==> src/core/gos_pkg.sv <==
package gos_pkg;

   // ****************************************************************
   // widths and counts
   // ****************************************************************
   localparam int GOS_AXES = 3;
   localparam int GOS_ST_REGS = 6;
   localparam int GOS_DW = 8;
   localparam int GOS_SW = 16;

   // ****************************************************************
   // register offsets
   // ****************************************************************
   localparam logic [7:0] GOS_GYRO_X_SELFTEST_CODE = 8'h00;
   localparam logic [7:0] GOS_GYRO_Y_SELFTEST_CODE = 8'h01;
   localparam logic [7:0] GOS_GYRO_Z_SELFTEST_CODE = 8'h02;
   localparam logic [7:0] GOS_ACCEL_X_SELFTEST_CODE = 8'h0D;
   localparam logic [7:0] GOS_ACCEL_Y_SELFTEST_CODE = 8'h0E;
   localparam logic [7:0] GOS_ACCEL_Z_SELFTEST_CODE = 8'h0F;
   localparam logic [7:0] GOS_GYRO_X_BIAS_HIGH = 8'h13;
   localparam logic [7:0] GOS_GYRO_X_BIAS_LOW = 8'h14;
   localparam logic [7:0] GOS_GYRO_Y_BIAS_HIGH = 8'h15;
   localparam logic [7:0] GOS_GYRO_Y_BIAS_LOW = 8'h16;
   localparam logic [7:0] GOS_GYRO_Z_BIAS_HIGH = 8'h17;
   localparam logic [7:0] GOS_GYRO_Z_BIAS_LOW = 8'h18;
   localparam logic [7:0] GOS_GYRO_X_OUT_HIGH = 8'h43;
   localparam logic [7:0] GOS_GYRO_X_OUT_LOW = 8'h44;
   localparam logic [7:0] GOS_GYRO_Y_OUT_HIGH = 8'h45;
   localparam logic [7:0] GOS_GYRO_Y_OUT_LOW = 8'h46;
   localparam logic [7:0] GOS_GYRO_Z_OUT_HIGH = 8'h47;
   localparam logic [7:0] GOS_GYRO_Z_OUT_LOW = 8'h48;

   // index 0..5: gyro x,y,z then accel x,y,z
   localparam logic [GOS_ST_REGS-1:0][7:0] GOS_ST_ADDR = {
      GOS_ACCEL_Z_SELFTEST_CODE, GOS_ACCEL_Y_SELFTEST_CODE, GOS_ACCEL_X_SELFTEST_CODE,
      GOS_GYRO_Z_SELFTEST_CODE, GOS_GYRO_Y_SELFTEST_CODE, GOS_GYRO_X_SELFTEST_CODE};
   localparam logic [GOS_AXES-1:0][7:0] GOS_BIAS_HI_ADDR = {
      GOS_GYRO_Z_BIAS_HIGH, GOS_GYRO_Y_BIAS_HIGH, GOS_GYRO_X_BIAS_HIGH};
   localparam logic [GOS_AXES-1:0][7:0] GOS_BIAS_LO_ADDR = {
      GOS_GYRO_Z_BIAS_LOW, GOS_GYRO_Y_BIAS_LOW, GOS_GYRO_X_BIAS_LOW};
   localparam logic [GOS_AXES-1:0][7:0] GOS_OUT_HI_ADDR = {
      GOS_GYRO_Z_OUT_HIGH, GOS_GYRO_Y_OUT_HIGH, GOS_GYRO_X_OUT_HIGH};
   localparam logic [GOS_AXES-1:0][7:0] GOS_OUT_LO_ADDR = {
      GOS_GYRO_Z_OUT_LOW, GOS_GYRO_Y_OUT_LOW, GOS_GYRO_X_OUT_LOW};

   // ****************************************************************
   // values after reset
   // ****************************************************************
   // factory code default is arbitrary; real parts load trimmed values
   localparam logic [7:0] GOS_STORED_TEST_CODE_DEFAULT = 8'h80;
   localparam logic [15:0] GOS_BIAS_RST = 16'h0000;
   localparam logic [15:0] GOS_OUT_RST = 16'h0000;
   localparam logic [7:0] GOS_RDATA_RST = 8'h00;
   localparam logic [7:0] GOS_UNMAPPED_RDATA = 8'h00;
   localparam logic GOS_SLEEP_RST = 1'b1;

   // ****************************************************************
   // block state
   // ****************************************************************
   typedef struct packed {
      logic [GOS_ST_REGS-1:0][7:0] stored_test_code;
      logic [GOS_AXES-1:0][15:0] bias;
      logic [GOS_AXES-1:0][15:0] gyro_out;
      logic sleep;
      logic out_valid;
      logic [7:0] rdata;
      logic rvalid;
   } gos_state_t;

endpackage : gos_pkg

==> src/core/gos_bias_sat_add.sv <==
`timescale 1ns/1ps
module gos_bias_sat_add #(
   parameter int W = 16
) (
   input wire logic [W-1:0] raw,
   input wire logic [W-1:0] bias,
   output logic [W-1:0] sum
);

   logic [W:0] wide;

   // ****************************************************************
   // signed add with clamp
   // ****************************************************************
   always_comb begin
      wide = {raw[W-1], raw} + {bias[W-1], bias};
      if (wide[W] != wide[W-1]) begin
         // clamp instead of wrap so a large bias never flips the sign
         sum = wide[W] ? {1'b1, {(W-1){1'b0}}} : {1'b0, {(W-1){1'b1}}};
      end else begin
         sum = wide[W-1:0];
      end
   end

endmodule : gos_bias_sat_add

==> src/core/gos_regs.sv <==
`timescale 1ns/1ps
// Contract
// device starts in sleep after power-up
// gyro self-test codes at 0x00-0x02
// accel self-test codes at 0x0D-0x0F
// host derives expected response from code
// code is rounded log-1.01 of response
// host compares later self-test with factory codes
// 0x13 holds X bias bits 15:8
// 0x14 holds X bias bits 7:0
// 0x15 holds Y bias bits 15:8
// 0x16 holds Y bias bits 7:0
// 0x17 holds Z bias bits 15:8
// bias added to raw sample before storing
// 0x18 holds Z bias bits 7:0
// codes reset to factory values, others zero
// sum saturates at signed 16-bit limits
module gos_regs #(
   parameter logic [7:0] GYRO_X_FACTORY_CODE = gos_pkg::GOS_STORED_TEST_CODE_DEFAULT,
   parameter logic [7:0] GYRO_Y_FACTORY_CODE = gos_pkg::GOS_STORED_TEST_CODE_DEFAULT,
   parameter logic [7:0] GYRO_Z_FACTORY_CODE = gos_pkg::GOS_STORED_TEST_CODE_DEFAULT,
   parameter logic [7:0] ACCEL_X_FACTORY_CODE = gos_pkg::GOS_STORED_TEST_CODE_DEFAULT,
   parameter logic [7:0] ACCEL_Y_FACTORY_CODE = gos_pkg::GOS_STORED_TEST_CODE_DEFAULT,
   parameter logic [7:0] ACCEL_Z_FACTORY_CODE = gos_pkg::GOS_STORED_TEST_CODE_DEFAULT
) (
   input wire logic clk_sys,
   input wire logic srst,
   input wire logic [7:0] reg_addr,
   input wire logic reg_wr,
   input wire logic [7:0] reg_wdata,
   input wire logic reg_rd,
   output logic [7:0] reg_rdata,
   output logic reg_rvalid,
   input wire logic sleep_req,
   input wire logic wake_req,
   output logic sleep_state,
   input wire logic raw_valid,
   input wire logic [15:0] raw_gyro_x,
   input wire logic [15:0] raw_gyro_y,
   input wire logic [15:0] raw_gyro_z,
   output logic [15:0] gyro_x_out,
   output logic [15:0] gyro_y_out,
   output logic [15:0] gyro_z_out,
   output logic gyro_out_valid
);

   localparam int AX = gos_pkg::GOS_AXES;
   localparam int NST = gos_pkg::GOS_ST_REGS;

   // ****************************************************************
   // reset image
   // ****************************************************************
   localparam logic [NST-1:0][7:0] ST_RST = {
      ACCEL_Z_FACTORY_CODE, ACCEL_Y_FACTORY_CODE, ACCEL_X_FACTORY_CODE,
      GYRO_Z_FACTORY_CODE, GYRO_Y_FACTORY_CODE, GYRO_X_FACTORY_CODE};
   localparam gos_pkg::gos_state_t STATE_RST = '{
      stored_test_code: ST_RST,
      bias: {AX{gos_pkg::GOS_BIAS_RST}},
      gyro_out: {AX{gos_pkg::GOS_OUT_RST}},
      sleep: gos_pkg::GOS_SLEEP_RST,
      out_valid: 1'b0,
      rdata: gos_pkg::GOS_RDATA_RST,
      rvalid: 1'b0};

   gos_pkg::gos_state_t state_ff;
   gos_pkg::gos_state_t nxt_state;
   logic [AX-1:0][15:0] raw_arr;
   logic [AX-1:0][15:0] sum_arr;

   assign raw_arr = {raw_gyro_z, raw_gyro_y, raw_gyro_x};

   // ****************************************************************
   // read decode
   // ****************************************************************
   function automatic logic [7:0] gos_read_mux(
      input gos_pkg::gos_state_t s,
      input logic [7:0] addr
   );
      logic [7:0] d;
      d = gos_pkg::GOS_UNMAPPED_RDATA;
      for (int i = 0; i < NST; i++) begin
         if (addr == gos_pkg::GOS_ST_ADDR[i]) begin
            d = s.stored_test_code[i];
         end
      end
      for (int i = 0; i < AX; i++) begin
         if (addr == gos_pkg::GOS_BIAS_HI_ADDR[i]) begin
            d = s.bias[i][15:8];
         end else if (addr == gos_pkg::GOS_BIAS_LO_ADDR[i]) begin
            d = s.bias[i][7:0];
         end else if (addr == gos_pkg::GOS_OUT_HI_ADDR[i]) begin
            d = s.gyro_out[i][15:8];
         end else if (addr == gos_pkg::GOS_OUT_LO_ADDR[i]) begin
            d = s.gyro_out[i][7:0];
         end
      end
      return d;
   endfunction : gos_read_mux

   // ****************************************************************
   // per-axis bias adders
   // ****************************************************************
   generate
      for (genvar g = 0; g < AX; g++) begin : g_axis
         gos_bias_sat_add #(
            .W(16)
         ) u_add (
            .raw(raw_arr[g]),
            .bias(state_ff.bias[g]),
            .sum(sum_arr[g])
         );
      end
   endgenerate

   // ****************************************************************
   // next state
   // ****************************************************************
   always_comb begin
      nxt_state = state_ff;
      nxt_state.rvalid = 1'b0;
      nxt_state.out_valid = 1'b0;
      // sleep request wins if both arrive together
      if (wake_req) begin
         nxt_state.sleep = 1'b0;
      end
      if (sleep_req) begin
         nxt_state.sleep = 1'b1;
      end
      if (reg_wr) begin
         for (int i = 0; i < NST; i++) begin
            if (reg_addr == gos_pkg::GOS_ST_ADDR[i]) begin
               nxt_state.stored_test_code[i] = reg_wdata;
            end
         end
         for (int i = 0; i < AX; i++) begin
            if (reg_addr == gos_pkg::GOS_BIAS_HI_ADDR[i]) begin
               nxt_state.bias[i][15:8] = reg_wdata;
            end else if (reg_addr == gos_pkg::GOS_BIAS_LO_ADDR[i]) begin
               nxt_state.bias[i][7:0] = reg_wdata;
            end
         end
      end
      if (reg_rd) begin
         nxt_state.rvalid = 1'b1;
         nxt_state.rdata = gos_read_mux(state_ff, reg_addr);
      end
      // no sample updates while asleep; output registers hold
      if (raw_valid && !state_ff.sleep) begin
         nxt_state.gyro_out = sum_arr;
         nxt_state.out_valid = 1'b1;
      end
   end

   always_ff @(posedge clk_sys) begin
      if (srst) begin
         state_ff <= STATE_RST;
      end else begin
         state_ff <= nxt_state;
      end
   end

   // ****************************************************************
   // outputs
   // ****************************************************************
   assign reg_rdata = state_ff.rdata;
   assign reg_rvalid = state_ff.rvalid;
   assign sleep_state = state_ff.sleep;
   assign gyro_x_out = state_ff.gyro_out[0];
   assign gyro_y_out = state_ff.gyro_out[1];
   assign gyro_z_out = state_ff.gyro_out[2];
   assign gyro_out_valid = state_ff.out_valid;

endmodule : gos_regs

==> config.mk <==
export PLATFORM = sky130hd
export DESIGN_NAME = gos_regs
export DESIGN_NICKNAME = d
export VERILOG_FILES = /design/src/core/gos_pkg.sv /design/src/core/gos_bias_sat_add.sv /design/src/core/gos_regs.sv
export SDC_FILE = /design/constraint.sdc
export NUM_CORES = 1
export LEC_CHECK = 0
export ABC_CLOCK_PERIOD_IN_PS = 4019
export BUFFER_PORTS_ARGS = -buffer_cell sky130_fd_sc_hd__buf_2
export CORE_AREA = 3 3 183 185
export DETAILED_ROUTE_END_ITERATION = 7
export DIE_AREA = 0 0 186 188
export GPL_TIMING_DRIVEN = 1
export PLACE_DENSITY = 0.57
export SLEW_MARGIN = 15
export SYNTH_ARGS = -nofsm -noshare
export SYNTH_HDL_FRONTEND = slang
export SYNTH_SLANG_ARGS = --single-unit
==> constraint.sdc <==
create_clock -name clk_sys -period 4.02 [get_ports clk_sys]
set_input_delay 0.402 -clock clk_sys [delete_from_list [all_inputs] [get_ports clk_sys]]
set_output_delay 0.402 -clock clk_sys [all_outputs]
set_load 0.02 [all_outputs]
== Word-level counts from Yosys, hierarchy flattened ==
Index checks and enable logic that the tools add are counted.
Storage, ports and cells
  output and inout bits: 59
  logic and storage cells: 87
  register bits after elaboration: 155
Operators by class
  add/subtract/negate cells: 3
  mux-type cells: 26
  equality and inequality tests: 20
  bitwise operators: 3
  reductions and logical operators: 16
Operators with widths (number)
  $mux 8: 18
  $mux 16: 6
  $add 16x16->17: 3
  $eq 8x5->1 const B: 6
  $eq 8x7->1 const B: 6
  $eq 8x4->1 const B: 3
  $reduce_and 2->1: 9
  $reduce_and 3->1: 3
  $eq 8x1->1 const B: 1
  $eq 8x2->1 const B: 1
  $logic_not 8->1: 1
  $ne 1x1->1: 3
  $not 1->1: 3
  $mux 1: 2
  $reduce_or 2->1: 1
  $logic_and 1x1->1: 1
  $logic_not 1->1: 1

== Longest topological paths before layout ==
  depth in word-level cells: 19
  depth in mapped cells: 13
  depth with buffers taken out: 12

== Modules after synthesis ==
A second synthesis with hierarchy kept.
Unflattened totals
  cell total of the unflattened synthesis: 1452
  area total of the unflattened synthesis: 11711.2 um^2
Modules (own cells, without submodules)
  gos_regs: cells an instance 932, area each 7841.3 um^2, sequential area each 3103.0 um^2, times used 1
  gos_bias_sat_add (g_axis[0].u_add ...): cells an instance 185, area each 1365.1 um^2, sequential area each 0.0 um^2, times used 2
  gos_bias_sat_add (g_axis[2].u_add): cells an instance 150, area each 1139.8 um^2, sequential area each 0.0 um^2, times used 1

== Worst setup path after synthesis ==
Ideal clock, no wire load.
  path kind: input port to flip-flop
  start: input port raw_gyro_y[0]
  end: register state_ff, in the netlist gyro_y_out[10]
  slack: 0.948 ns
  cell stages on the path: 12
  library setup time: 0.086 ns
  path buffers: 1
  arrival: 2.986 ns
  cell sequence: ha_1 inv_1 fa_1 nor2b_1 o31a_1 o221ai_1 o21ai_0 a31oi_1 a221o_1 buf_2 maj3_1 a211oi_1
Between the ends
  longest elaborated chain between the ends: 3
  elaborated cells between the ends (all ways): 4
  those cells by class: add/sub: 1; eq/ne: 1; mux: 2
RTL lines
  from (decl): line gos_regs.sv:39  | input wire logic [15:0] raw_gyro_y,
  $add 16x16->17 *: line gos_bias_sat_add.sv:16  | wide = {raw[W-1], raw} + {bias[W-1], bias};
  $mux 16 / $ne 1x1->1 (equally long branches): line gos_bias_sat_add.sv:19, gos_bias_sat_add.sv:17
  $mux 16 *: line gos_bias_sat_add.sv:17  | if (wide[W] != wide[W-1]) begin
  to (signal assigned): line gos_regs.sv:158  | state_ff <= nxt_state;
  to (decl): line gos_regs.sv:65  | gos_pkg::gos_state_t state_ff;
Mark *: on every way between the ends. The rest lies on a longest branch, timed or not.
A chain may end at the register's enable or synchronous reset.

== Worst setup path in the final report ==
  start: register state_ff[92] (netlist bit)
  end: register state_ff, in the netlist gyro_z_out[10]
Between the ends
  longest elaborated chain between the ends: 3
  elaborated cells between the ends (all ways): 4
  those cells by class: add/sub: 1; eq/ne: 1; mux: 2
RTL lines (line)
  $add 16x16->17 *: gos_bias_sat_add.sv:16
  $mux 16 / $ne 1x1->1 (equally long branches): gos_bias_sat_add.sv:19, gos_bias_sat_add.sv:17
  $mux 16 *: gos_bias_sat_add.sv:17
Marks and branches as above.

==> metrics.md <==
| Metric | Value |
|---|---|
| Min cycle time layout | ~3.5 ns |
| RSZ-0062 raised after global routing | false |
| Clk sink count | roughly 160 |
| CTS Buffer Depth | 2 |
| CTS resizes | 0 |
| Die Area | 35000 sq um |
| Area contributors post-synth | dfxtp_1, mux2i_1, nor2_1, ha_1, a21oi_1 |
| Max-Cap Viols | 0 |
| Final Wtd Congestion | ~0.92 |
| Initial detailed-routing violation count | 843 |
| Cell with the most instances after synthesis | nor2_1 |
| Inserted Clock Buffers | 17 |
| Max VDD drop | 0.266 mV |
| Post-synthesis register bit count | between 150 and 200 |
| GRT overflow | 0 |
| Library cells used by synthesis | 67 |
| Leak pwr | a little under 5 nW |
| Layout cells sized above 1 | 0.157 |
| Post-synthesis area per instance | around 8 sq um |
| Startpoint types | flip-flop |
| CP Class | reg2reg |
| CTS tree | built |
| TritonRoute pass-1 iters | 7 |
| Placed instance count | between 1500 and 2000 |
| Worst skew pair latency | 0.43 ns |
| CTS Root Cell | clkbuf_16 |
| # hold bufs at CTS | 0 |
| Setup crit end kind | flip-flop |
| Routed vias | 8746 |
| Post-synth ARST share | 0 |
| Initial Util | 0.295 |
| Hold Path Class | in2reg |
| Outcome | completed |
| # H-tree levels | 4 |
| Req. time, crit path | 4.39 ns |
| DRC Markers | 0 |
| Largest net degree at the start of global routing | 61 |
| Final net count | ~1300 |
| Drt total wl | around 32 mm |
| Core Area | approximately 32000 sq um |
| Overall routing resource usage | 0.180 |
| Vias in the first global route | about 8000 |
| Antenna Cells | 0 |
| Top cell type by total area after synthesis | dfxtp_1 |
| CP arrival | ~3.9 ns |
| Relative slew slack | 0.446 |
| Post-synth top flop | dfxtp_1 |
| Number of flops mapped to enable cells by yosys | 0 |
| Crit-path max FO | 11 |
| Initial antenna violation count | 0 |
| Post-synth top cells | nor2_1, dfxtp_1, a21oi_1 |
| YS warnings | 0 |
| Die height | about 190 um |
| Post-Syn Nets | 1289 |
| Area grow syn2layout | 13.1% |
| Die outline width | roughly 190 um |
| Final std cells w/o fill | about 1600 |
| Hold Fails Final Rpt | 0 |
| Yosys top cell area share | 0.326 |
| Gate Count Post-Synth | ~1200 |
| Slew @ Worst Pin | between 0.8 and 0.9 ns |
| First-pass GRT wire length | 48.1 mm |
| Power Density | 336 nW/um^2 |
| DR WL/cell | ~20 um |
| Routed vias/inst | approximately 5.3 |
| Number of I/O pins | 130 |
| Total power | approximately 0.0036 W |
| Dpl hpwl | 24.5 mm |
| Final ANT Viol Nets | 0 |
| Fin. max-slew vios | 0 |
| # port buffers | 129 |
| Worst Skew | approximately 0.011 ns |
| Post-CTS Setup Bufs | 0 |
| Seq/Total Area, Yosys | 0.326 |
| Final Setup Violations | 0 |
| Worst-path clk slew | 0.07 ns |
| Cell area after synthesis | 9510 sq um |
| Fmax | about 290 MHz |
| Period utilisation layout | 0.869 |
| Setup tns final | 0 ns |
| Num rows | 66 |
worst max-delay path, stage by stage, from the launching register on:
cell and delay [ns]:
dfxtp_1 0.41, ha_1 0.28, a211o_1 0.36, a2111oi_4 0.38, o31ai_1 0.17, a311o_1 0.43, a221oi_4 0.35, xnor2_1 0.42
nor2_1 0.15, or3_1 0.39, nand3_1 0.09
placed cells by master (no fill, tap or decap), drive strengths merged, types with 10 or more instances in the layout:
cell type  instances
xnor2             24
o21ai             41
nand3             58
a211o             10
nor2             169
a21oi             97
dfxtp            155
nor2b             14
clkbuf            23
mux2i             76
o22ai             10
nand2             90
buf              147
a211oi            22
maj3              17
o21a              11
ha                48
inv               24
xor2              14
a21o              16
nor3              19
path summary, 6_finish.rpt:
path                                     from             end  slack, ns  cells past startpoint
worst max register to register   state_ff[92]  gyro_z_out[10]       0.53                     10
worst min register to register  state_ff[148]   state_ff[148]       0.46                      2
worst max-delay path             state_ff[92]  gyro_z_out[10]       0.53                     10
worst min-delay path                 wake_req     sleep_state       0.16                      2
stage by stage:
stage | hold WS, ns | utilization | setup slack, ns | instance area, sq um
global placement | 0.439 | 0.315 | 0.475 | 10200
CTS | 0.152 | 0.334 | 0.558 | 10800
finish | 0.159 | 0.334 | 0.526 | 10800
global route | 0.168 | 0.334 | 0.323 | 10800
detailed placement | 0.446 | 0.315 | 0.422 | 10200
floorplan | 0.433 | - | 0.948 | 9510
kinds of logic (layout without fill, tap and decap cells):
logic type | count (synthesis) | in the layout | synth area share
simple gates | 405 | 405 | 0.192
compound gates | 282 | 282 | 0.199
flops | 155 | 155 | 0.326
buf+inv | 142 | 202 | 0.0793
mux | 77 | 77 | 0.0812
xor+xnor | 38 | 38 | 0.0350
fa+ha+maj | 68 | 68 | 0.0874
final cells by class:
class | instances | area (sq um)
clock buffers | 23 | 488
clock inverters | 9 | 111
fillers | 3435 | 21500
inverters | 23 | 86.3
multi-input cells | 870 | 5670
flip-flops and latches | 155 | 3100
well taps | 408 | 510
repair buffers | 147 | 783
report_power, final:
| part | switching, W | internal (W) |
|---|---|---|
| registers | 0.0000316 | 0.00156 |
| clock network | 0.000658 | 0.000981 |
| logic | 0.000252 | 0.000132 |
flip-flops by register name (all words and copies together), names as in the netlist:
signal and cells:
gyro_z_out 16, gyro_out_valid 1, gyro_x_out 16, state_ff 96, reg_rvalid 1, gyro_y_out 16
reg_rdata 8, sleep_state 1
routing by layer:
metal / track usage / up-vias / routed length [um]
met4: 0.0604 / 0 / 828
met2: 0.284 / 322 / 14400
met3: 0.0299 / 45 / 2270
li1: - / 4244 / -
met5: 0 / - / 0
met1: 0.249 / 4135 / 14700
No activity file was read; power rests on OpenSTA's default activity.
